**config.mk**
```make
export PLATFORM = sky130hd
export DESIGN_NAME = rsl_slave
export DESIGN_NICKNAME = d
export VERILOG_FILES = /design/src/verilog/rsl_pkg.sv /design/src/verilog/rsl_fifo.sv /design/src/verilog/rsl_slave.sv
export SDC_FILE = /design/constraint.sdc
export NUM_CORES = 1
export LEC_CHECK = 0
export ABC_AREA = 1
export BUFFER_PORTS_ARGS = -buffer_cell sky130_fd_sc_hd__buf_2
export CORE_UTILIZATION = 35
export DETAILED_ROUTE_END_ITERATION = 10
export PLACE_DENSITY = 0.55
export SKIP_CTS_REPAIR_TIMING = 1
export SLEW_MARGIN = 0
export SYNTH_ARGS = -nofsm -noshare
export SYNTH_HDL_FRONTEND = slang
export SYNTH_SLANG_ARGS = --single-unit
```
**constraint.sdc**
```tcl
create_clock -name pclk -period 6.3 [get_ports pclk]
set_input_delay 0 -clock pclk [delete_from_list [all_inputs] [get_ports pclk]]
set_output_delay 0 -clock pclk [all_outputs]
set_load 0.03 [all_outputs]
```
**src/verilog/rsl_pkg.sv**
```systemverilog
package rsl_pkg;
	// ****************************************
	// Register map
	// ****************************************
	localparam logic [7:0] ADDR_CFG0 = 8'h00;
	localparam logic [7:0] ADDR_CFG1 = 8'h04;
	localparam logic [7:0] ADDR_CMD = 8'h08;
	localparam logic [7:0] ADDR_DIAG = 8'h0c;
	localparam logic [7:0] ADDR_STAT0 = 8'h10;
	localparam logic [7:0] ADDR_STAT1 = 8'h14;
	localparam logic [7:0] ADDR_STAT2 = 8'h18;
	localparam logic [7:0] ADDR_STAT3 = 8'h1c;
	localparam logic [7:0] ADDR_RXDATA = 8'h20;
	localparam logic [7:0] ADDR_TXDATA = 8'h24;
	// ****************************************
	// Reset values and limits
	// ****************************************
	localparam logic [7:0] STATION_DEF = 8'h01;
	localparam logic [7:0] STATION_MIN = 8'h01;
	localparam logic [6:0] TASK_DEF_MS = 7'h32;
	localparam logic [6:0] TASK_MIN_MS = 7'h14;
	localparam logic [6:0] TASK_MAX_MS = 7'h64;
	localparam logic [15:0] DELAY_DEF_MS = 16'h0000;
	localparam logic [9:0] GAP_DEF_HALF = 10'h007;
	localparam logic [9:0] GAP_MIN_HALF = 10'h007;
	localparam logic [9:0] GAP_MAX_HALF = 10'h0c8;
	localparam logic [7:0] BCAST_ADDR = 8'h00;
	localparam logic [7:0] CODE_OK = 8'h00;
	localparam logic [7:0] CODE_TIMEOUT_PARAM = 8'h09;
	localparam logic [7:0] CODE_TX_TIMEOUT = 8'h18;
	localparam logic [15:0] CRC_INIT = 16'hffff;
	localparam logic [15:0] CRC_POLY = 16'ha001;
	localparam logic [15:0] CRC_RESIDUE = 16'h0000;
	// ****************************************
	// Timing
	// ****************************************
	localparam int CLK_HZ = 10000000;
	localparam int MS_PER_S = 1000;
	localparam int CYC_PER_MS = CLK_HZ / MS_PER_S;
	localparam int HALF_CHAR_CYC_DEF = 573;
	localparam int FIFO_W = 8;
	localparam int FIFO_D = 16;
	// ****************************************
	// Types
	// ****************************************
	typedef enum logic [1:0] {ST_IDLE, ST_RECV, ST_WAIT, ST_SEND} rsl_state_e;
	typedef struct packed {
		logic slave_active_flag;
		logic slave_halted_flag;
		logic halted_by_user_flag;
		logic setup_fault_flag;
		logic module_fault_flag;
	} rsl_diag_s;
endpackage

```
**src/verilog/rsl_fifo.sv**
```systemverilog
`timescale 1ns/1ps
module rsl_fifo #(
	parameter int WIDTH = 8,
	parameter int DEPTH = 16
) (
	input wire logic clk,
	input wire logic rst_n,
	input wire logic in_valid,
	output logic in_ready,
	input wire logic [WIDTH-1:0] in_data,
	output logic out_valid,
	input wire logic out_ready,
	output logic [WIDTH-1:0] out_data
);
	localparam int AW = $clog2(DEPTH);
	logic [WIDTH-1:0] mem_q [DEPTH];
	logic [AW-1:0] wp_q;
	logic [AW-1:0] rp_q;
	logic [AW:0] cnt_q;
	logic wr;
	logic rd;
	assign in_ready = (cnt_q != DEPTH[AW:0]);
	assign out_valid = (cnt_q != '0);
	assign out_data = mem_q[rp_q];
	assign wr = in_valid && in_ready;
	assign rd = out_valid && out_ready;
	always_ff @(posedge clk) begin
		if (wr) begin
			mem_q[wp_q] <= in_data;
		end
	end
	always_ff @(posedge clk or negedge rst_n) begin
		if (!rst_n) begin
			wp_q <= '0;
			rp_q <= '0;
			cnt_q <= '0;
		end else begin
			if (wr) begin
				wp_q <= wp_q + 1'b1;
			end
			if (rd) begin
				rp_q <= rp_q + 1'b1;
			end
			cnt_q <= cnt_q + {{AW{1'b0}}, wr} - {{AW{1'b0}}, rd};
		end
	end
endmodule // rsl_fifo

```
**src/verilog/rsl_slave.sv**
```systemverilog
// Our own choices: the register addresses and the APB slave port.
`timescale 1ns/1ps
module rsl_slave
	import rsl_pkg::*;
#(
	parameter int HALF_CHAR_CYC = HALF_CHAR_CYC_DEF,
	parameter int MS_CYC = CYC_PER_MS
) (
	input wire logic pclk,
	input wire logic presetn,
	input wire logic psel,
	input wire logic penable,
	input wire logic pwrite,
	input wire logic [7:0] paddr,
	input wire logic [31:0] pwdata,
	output logic [31:0] prdata,
	output logic pready,
	output logic pslverr,
	input wire logic rx_valid,
	input wire logic [7:0] rx_byte,
	output logic tx_valid,
	output logic [7:0] tx_byte,
	input wire logic tx_ready,
	input wire logic host_halted,
	output logic task_tick,
	output logic driver_enable
);
	// ****************************************
	// Input sync and bus
	// ****************************************
	logic [1:0] halt_sync_q;
	logic acc;
	logic wr_acc;
	logic hit;
	logic [31:0] rd_d;
	logic [7:0] station_q;
	logic [6:0] task_ms_q;
	logic [15:0] delay_ms_q;
	logic [9:0] gap_half_q;
	logic run_halted_q;
	logic [7:0] fault_cause_code_q;
	rsl_diag_s diag_q;
	logic [15:0] stat_q [8];
	logic [7:0] inc;
	rsl_state_e state_q;
	logic [17:0] gap_cnt_q;
	logic [15:0] crc_q;
	logic [7:0] frm_addr_q;
	logic frm_first_q;
	logic [7:0] frm_len_q;
	logic [16:0] ms_cnt_q;
	logic [15:0] ms_left_q;
	logic [6:0] task_cnt_q;
	logic task_tick_q;
	logic rxf_out_valid;
	logic [7:0] rxf_out;
	logic rxf_pop;
	logic txf_in_ready;
	logic txf_valid;
	logic [7:0] txf_data;
	logic tx_valid_q;
	logic [7:0] tx_byte_q;
	logic serving;
	logic silence;
	logic frame_end;
	logic mine;
	logic ms_tick;
	logic [15:0] crc_n;
	always_ff @(posedge pclk or negedge presetn) begin
		if (!presetn) begin
			halt_sync_q <= 2'b00;
		end else begin
			halt_sync_q <= {halt_sync_q[0], host_halted};
		end
	end
	assign acc = psel && penable;
	assign wr_acc = acc && pwrite;
	assign serving = diag_q.slave_active_flag && (!halt_sync_q[1] || run_halted_q);
	always_comb begin
		hit = 1'b1;
		rd_d = 32'h0000_0000;
		if (paddr == ADDR_CFG0) begin
			rd_d = {gap_half_q[9] | run_halted_q, gap_half_q[8:0], 6'h00, task_ms_q, 1'b0, station_q};
		end else if (paddr == ADDR_CFG1) begin
			rd_d = {16'h0000, delay_ms_q};
		end else if (paddr == ADDR_CMD) begin
			rd_d = 32'h0000_0000;
		end else if (paddr == ADDR_DIAG) begin
			rd_d = {16'h0000, fault_cause_code_q, 3'h0, diag_q};
		end else if (paddr == ADDR_STAT0) begin
			rd_d = {stat_q[1], stat_q[0]};
		end else if (paddr == ADDR_STAT1) begin
			rd_d = {stat_q[3], stat_q[2]};
		end else if (paddr == ADDR_STAT2) begin
			rd_d = {stat_q[5], stat_q[4]};
		end else if (paddr == ADDR_STAT3) begin
			rd_d = {stat_q[7], stat_q[6]};
		end else if (paddr == ADDR_RXDATA) begin
			rd_d = {23'h000000, rxf_out_valid, rxf_out};
		end else if (paddr == ADDR_TXDATA) begin
			rd_d = {31'h00000000, txf_in_ready};
		end else begin
			hit = 1'b0;
		end
	end
	assign rxf_pop = acc && !pwrite && !pready && paddr == ADDR_RXDATA && hit;
	always_ff @(posedge pclk or negedge presetn) begin
		if (!presetn) begin
			pready <= 1'b0;
			pslverr <= 1'b0;
			prdata <= 32'h0000_0000;
		end else begin
			pready <= psel && penable && !pready;
			pslverr <= psel && penable && !pready && !hit;
			if (psel && penable && !pready) begin
				prdata <= rd_d;
			end
		end
	end
	// ****************************************
	// Configuration
	// ****************************************
	always_ff @(posedge pclk or negedge presetn) begin
		if (!presetn) begin
			station_q <= STATION_DEF;
			task_ms_q <= TASK_DEF_MS;
			delay_ms_q <= DELAY_DEF_MS;
			gap_half_q <= GAP_DEF_HALF;
			run_halted_q <= 1'b0;
		end else if (wr_acc && pready) begin
			if (paddr == ADDR_CFG0) begin
				if (pwdata[7:0] >= STATION_MIN) begin
					station_q <= pwdata[7:0];
				end
				if (pwdata[15:9] >= TASK_MIN_MS && pwdata[15:9] <= TASK_MAX_MS) begin
					task_ms_q <= pwdata[15:9];
				end
				if (pwdata[31:22] == 10'h000) begin
					gap_half_q <= pwdata[31:22];
				end else if (pwdata[31:22] >= GAP_MIN_HALF && pwdata[31:22] <= GAP_MAX_HALF) begin
					gap_half_q <= pwdata[31:22];
				end
				run_halted_q <= pwdata[31];
			end else if (paddr == ADDR_CFG1) begin
				delay_ms_q <= pwdata[15:0];
			end
		end
	end
	// ****************************************
	// Run state and faults
	// ****************************************
	always_ff @(posedge pclk or negedge presetn) begin
		if (!presetn) begin
			diag_q <= '{slave_active_flag: 1'b1, default: 1'b0};
		end else begin
			if (wr_acc && pready && paddr == ADDR_CMD && pwdata[1]) begin
				diag_q.slave_active_flag <= 1'b1;
				diag_q.slave_halted_flag <= 1'b0;
				diag_q.halted_by_user_flag <= 1'b0;
			end else if (wr_acc && pready && paddr == ADDR_CMD && pwdata[0]) begin
				diag_q.slave_active_flag <= 1'b0;
				diag_q.slave_halted_flag <= 1'b1;
				diag_q.halted_by_user_flag <= 1'b1;
			end
			diag_q.setup_fault_flag <= (fault_cause_code_q != CODE_OK) &&
				(fault_cause_code_q != CODE_TX_TIMEOUT);
			diag_q.module_fault_flag <= 1'b0;
		end
	end
	always_ff @(posedge pclk or negedge presetn) begin
		if (!presetn) begin
			fault_cause_code_q <= CODE_OK;
		end else if (gap_half_q == 10'h000) begin
			fault_cause_code_q <= CODE_TIMEOUT_PARAM;
		end else if (state_q == ST_SEND && txf_valid && !tx_ready && (&gap_cnt_q)) begin
			fault_cause_code_q <= CODE_TX_TIMEOUT;
		end else if (state_q == ST_IDLE && fault_cause_code_q == CODE_TIMEOUT_PARAM) begin
			fault_cause_code_q <= CODE_OK;
		end
	end
	// ****************************************
	// Timers
	// ****************************************
	assign ms_tick = (ms_cnt_q == 17'(MS_CYC - 1));
	always_ff @(posedge pclk or negedge presetn) begin
		if (!presetn) begin
			ms_cnt_q <= '0;
			task_cnt_q <= '0;
			task_tick_q <= 1'b0;
		end else begin
			ms_cnt_q <= ms_tick ? '0 : ms_cnt_q + 1'b1;
			task_tick_q <= 1'b0;
			if (ms_tick) begin
				if (task_cnt_q + 1'b1 >= task_ms_q) begin
					task_cnt_q <= '0;
					task_tick_q <= 1'b1;
				end else begin
					task_cnt_q <= task_cnt_q + 1'b1;
				end
			end
		end
	end
	// ****************************************
	// Framing
	// ****************************************
	assign silence = ({14'h0000, gap_cnt_q} >= 32'(gap_half_q) * 32'(HALF_CHAR_CYC));
	assign frame_end = state_q == ST_RECV && silence;
	assign mine = frm_addr_q == station_q || frm_addr_q == BCAST_ADDR;
	always_comb begin
		crc_n = crc_q ^ {8'h00, rx_byte};
		for (int i = 0; i < 8; i++) begin
			crc_n = crc_n[0] ? (crc_n >> 1) ^ CRC_POLY : crc_n >> 1;
		end
	end
	always_ff @(posedge pclk or negedge presetn) begin
		if (!presetn) begin
			state_q <= ST_IDLE;
			gap_cnt_q <= '0;
			crc_q <= CRC_INIT;
			frm_addr_q <= 8'h00;
			frm_first_q <= 1'b1;
			frm_len_q <= 8'h00;
			ms_left_q <= '0;
		end else begin
			gap_cnt_q <= (rx_valid || state_q == ST_IDLE) ? '0 :
				((&gap_cnt_q) ? gap_cnt_q : gap_cnt_q + 1'b1);
			case (state_q)
			ST_IDLE: begin
				if (rx_valid && serving) begin
					state_q <= ST_RECV;
					crc_q <= crc_n;
					frm_addr_q <= rx_byte;
					frm_len_q <= 8'h01;
				end
			end
			ST_RECV: begin
				if (rx_valid) begin
					crc_q <= crc_n;
					frm_len_q <= frm_len_q + 1'b1;
				end else if (frame_end) begin
					crc_q <= CRC_INIT;
					if (mine && crc_q == CRC_RESIDUE && frm_addr_q != BCAST_ADDR) begin
						state_q <= ST_WAIT;
						ms_left_q <= delay_ms_q;
					end else begin
						state_q <= ST_IDLE;
					end
				end
			end
			ST_WAIT: begin
				if (ms_left_q == 16'h0000) begin
					state_q <= ST_SEND;
				end else if (ms_tick) begin
					ms_left_q <= ms_left_q - 1'b1;
				end
			end
			ST_SEND: begin
				if (!txf_valid) begin
					state_q <= ST_IDLE;
				end
			end
			default: state_q <= ST_IDLE;
			endcase
		end
	end
	// ****************************************
	// Statistics
	// ****************************************
	always_comb begin
		inc = 8'h00;
		inc[2] = frame_end; // Frames seen
		inc[3] = frame_end && mine && crc_q != CRC_RESIDUE;
		inc[0] = frame_end && mine && crc_q == CRC_RESIDUE;
		inc[6] = state_q == ST_SEND && txf_valid && !tx_ready && (&gap_cnt_q);
	end
	generate
		for (genvar g = 0; g < 8; g++) begin : g_stat
			always_ff @(posedge pclk or negedge presetn) begin
				if (!presetn) begin
					stat_q[g] <= 16'h0000;
				end else if (inc[g]) begin
					stat_q[g] <= stat_q[g] + 1'b1;
				end else if (wr_acc && pready && paddr == ADDR_CMD && pwdata[2]) begin
					stat_q[g] <= 16'h0000;
				end
			end
		end
	endgenerate
	// ****************************************
	// Data path
	// ****************************************
	rsl_fifo #(.WIDTH(FIFO_W), .DEPTH(FIFO_D)) u_rxf (
		.clk(pclk),
		.rst_n(presetn),
		.in_valid(rx_valid && serving && mine),
		.in_ready(),
		.in_data(rx_byte),
		.out_valid(rxf_out_valid),
		.out_ready(rxf_pop),
		.out_data(rxf_out)
	);
	rsl_fifo #(.WIDTH(FIFO_W), .DEPTH(FIFO_D)) u_txf (
		.clk(pclk),
		.rst_n(presetn),
		.in_valid(wr_acc && pready && paddr == ADDR_TXDATA),
		.in_ready(txf_in_ready),
		.in_data(pwdata[7:0]),
		.out_valid(txf_valid),
		.out_ready(state_q == ST_SEND && (!tx_valid_q || tx_ready)),
		.out_data(txf_data)
	);
	always_ff @(posedge pclk or negedge presetn) begin
		if (!presetn) begin
			tx_valid_q <= 1'b0;
			tx_byte_q <= 8'h00;
			driver_enable <= 1'b0;
		end else begin
			if (state_q == ST_SEND && txf_valid && (!tx_valid_q || tx_ready)) begin
				tx_valid_q <= 1'b1;
				tx_byte_q <= txf_data;
			end else if (tx_ready) begin
				tx_valid_q <= 1'b0;
			end
			driver_enable <= state_q == ST_SEND || tx_valid_q;
		end
	end
	assign tx_valid = tx_valid_q;
	assign tx_byte = tx_byte_q;
	assign task_tick = task_tick_q;
endmodule // rsl_slave
```
==> results.toml <==
[final_layout]
drive_gt1_share_pct = 10.8
finalNetCount = 3165
syn_to_final_growth_pct = 15.1

[worst_setup_path]
rr_worst_depth = 32
r2r_setup_slack_ns = 0.49
crit_top_cell = "nand2_1"
cp_max_fo = 13
worst_path_max_delay_cell = "fa_1"
worst-path-stages = 32
max_stage_delay_ns = 0.54
end_kind = "flip-flop"
worstReg2RegEnd = "stat_q[82]"
crit_required_ns = 6.82
r2r-start = "gap_half_q[7]"
cp-startpoint = "gap_half_q[7]"
worstPathArrival_ns = 6.32
critPathKind = "flip-flop to flip-flop"
critPathBufInv = 7
endpoint = "stat_q[82]"
worstSetupStartpointType = "flip-flop"
critical-path-top-delay-family = "adder cells"

[power_and_ir_drop]
pwr-share-comb_pct = 9.0
p_clk_share_pct = 43.7
power.internal_mw = 6.00
p_switching_mw = 1.99
p_per_area_nw_per_um2 = 256
power_frac_seq_pct = 47.3
sw_frac_of_total_pct = 24.9
vdd_drop_max_mv = 0.252
p_leak_nw = 13.8

[synth]
synth_edf_count = 256
yosysUniqueCellTypes = 62
synth_nets = 3029
ys_seq_area_share_pct = 53.4
synthTopCellsByArea = "edfxtp_1 (28%), dfrtp_1 (23%), nand2_1 (6.6%)"
synth_seq_cells = 525
synth_flop_cell = "edfxtp_1"
synth_top_area_share_pct = 28.4
netlist_instances = 2830
async_reset_ff_share_pct = 51.2
syn_area_um2 = 27100
ys_warn_count = 0
synth.largest_area_cell = "edfxtp_1"
syn_avg_cell_area_um2 = 9.57

[floorplanning]
row_count = 101
die_w_um = 280
dieArea_um2 = 78500
die_h_um = 280
boundaryPins = 101
initial_core_util_pct = 35.5
fp.coreArea_um2 = 76200

[drt]
routed_wl_mm = 70.8
wl_per_cell_um = 17.5
vias = 20121
first_iter_violations = 1378
dr.pass1.iters = 5
ant_nets = 0
vias_per_cell = 4.97
drc = 0

[timing]
fin_setup_tns_ns = 0
setup_viol_count_final = 0
fin_skew_ns = 0.0546
finalHoldViolCount = 1
max-slew-margin-rel_pct = 25.4
rsz0062_at_grt = "false"
whs_ns = -0.0257
fin_crit_sh_pct = 92.2
drv_slew = 0
fmax_ghz = 0.172
tightest_slew_ns = 1.12
timing.final.crit_period_ns = 5.81

[global_routing]
gr-total-overflow = 0
antenna_found_initial = 2
grtUsageTotal_pct = 18.0
grt_max_degree = 154
grt_pass1_vias = 19266
grt_pass1_wl_mm = 111

[flow_run]
drv_cap = 0

[cts]
clockRootBuffer = "clkbuf_16"
h-tree-depth = 2
insertion_delay_ns = 0.65
cts_max_path_buffers = 3
cts_sinks = 525
clkTransAtPathRegs_ns = 0.06
cts_buffers = 59
cts_tree = "yes"

[outcome]
violations = "hold timing"
status = "complete, but fails checks"

[place]
gp_congestion = 0.861
dp_hpwl_mm = 48.1
portBuffers = 94

[worst_hold_path]
holdCritPathClass = "primary input to flip-flop"
Yosys cell counts, drive strengths merged, types with 15 or more instances:
library cell    n
a21oi         106
a31oi          23
buf            26
clkbuf         66
dfrtp         245
dfstp          24
edfxtp        256
fa             28
ha            115
inv           330
mux2i          23
nand2         482
nand3         194
nand4          31
nor2          335
nor3           25
nor4           15
o211ai         32
o21ai         250
o221ai         32
o22ai          18
or2            16
xnor2          24
xor2           63
layout by cell type (no fill, tap or decap), types with 7 or more instances in the layout:
| master | instances |
|---|---|
| nand2_2 | 7 |
| ha_1 | 115 |
| o211ai_1 | 32 |
| a21oi_1 | 105 |
| nor4_1 | 11 |
| edfxtp_1 | 256 |
| xnor2_1 | 24 |
| or2_2 | 15 |
| o21ai_0 | 238 |
| nand3_1 | 188 |
| nand4_1 | 28 |
| clkbuf_1 | 16 |
| buf_4 | 18 |
| clkbuf_16 | 59 |
| o31ai_1 | 9 |
| nor2_1 | 318 |
| o221ai_1 | 32 |
| dlygate4sd3_1 | 52 |
| nand2_1 | 472 |
| mux2i_1 | 23 |
| inv_1 | 317 |
| inv_2 | 12 |
| nor2_4 | 8 |
| clkbuf_8 | 11 |
| xor2_1 | 63 |
| a31oi_1 | 23 |
| nor2_2 | 8 |
| nor3_1 | 19 |
| buf_2 | 93 |
| mux2_2 | 7 |
| o32ai_1 | 14 |
| o22ai_1 | 18 |
| o21ai_2 | 9 |
| clkinv_2 | 11 |
| dfstp_2 | 24 |
| dfrtp_1 | 241 |
| nand3b_1 | 7 |
| clkinv_1 | 10 |
| fa_1 | 28 |
metal layers:
metal	GRT usage [%]	up-vias	part of all wire (%)
met4	4.67	2	2.2
li1	-	9892	-
met3	3.12	101	4.9
met1	25.5	9720	48
met2	28.4	406	45
met5	0	-	0.018
worst min-delay path by stage:
stage                     cells past startpoint                         end        start  slack, ns
after global routing                          2              halt_sync_q[0]  host_halted       0.01
after detailed placement                      1              halt_sync_q[0]  host_halted       0.11
final                                         6                  prdata[31]     paddr[0]      -0.03
after global placement                        1              halt_sync_q[0]  host_halted       0.12
after CTS                                     1              halt_sync_q[0]  host_halted      -0.54
after floorplan                               0  asynchronous set/reset pin      presetn      -0.30
registers in the layout, indices dropped and copies added, names as in the netlist, 5 cells and up, named ones only:
name,flops
u_rxf.mem_q,128
frm_addr_q,8
gap_half_q,10
ms_left_q,16
task_ms_q,7
u_txf.cnt_q,5
gap_cnt_q,18
task_cnt_q,7
prdata,32
delay_ms_q,16
stat_q,64
u_txf.mem_q,128
ms_cnt_q,17
station_q,8
tx_byte,8
u_rxf.cnt_q,5
crc_q,16
worst reg2reg max path: cells and delay by family, from the launching register on:
kind	cells	cell delay, ns
buffers and inverters	7	0.65
AO/OA/AOI/OAI	2	0.27
AND/OR/NAND/NOR	15	1.51
flip-flops	1	0.42
XOR/XNOR	1	0.13
adder cells (fa/ha/maj)	7	2.79
cell families after synthesis:
logic type	Yosys count	share of synthesized area, %
xor+xnor	87	2.81
simple gates	1109	18.2
flops	525	53.4
compound gates	507	11.0
fa+ha+maj	143	7.38
mux	30	1.14
buf+inv	429	6.15
area by class of cell:
class,count,area (um2)
tap,1030,1290
inverter,337,1260
clock buffer,86,1690
clock inverter,26,302
sequential,525,14500
fill,7498,45000
antenna,1,2.50
timing repair buffer,167,1180
multi-input combinational,1876,11000
through the flow:
step           utilization (%)  total power [mW]  setup WS [ns]  cell area [um2]  instances
2_1_floorplan                -              4.31          0.929            27100       2830
4_1_cts                   40.2              8.07          0.281            30600       3995
3_3_place_gp              37.6              4.53          0.299            28600       3883
6_report                  40.9              7.98          0.493            31200       4048
5_1_grt                   40.9              8.33         0.0170            31200       4047
3_5_place_dp              37.6              4.54          0.253            28600       3883
power groups by stage:
stage	Clock [mW]	Sequential, mW	Combinational [mW]
floorplan	0	3.86	0.453
global placement	0	3.84	0.686
detailed placement	0	3.84	0.698
CTS	3.59	3.78	0.701
global route	3.73	3.79	0.818
finish	3.49	3.78	0.715
No activity file was read; power rests on OpenSTA's default activity.
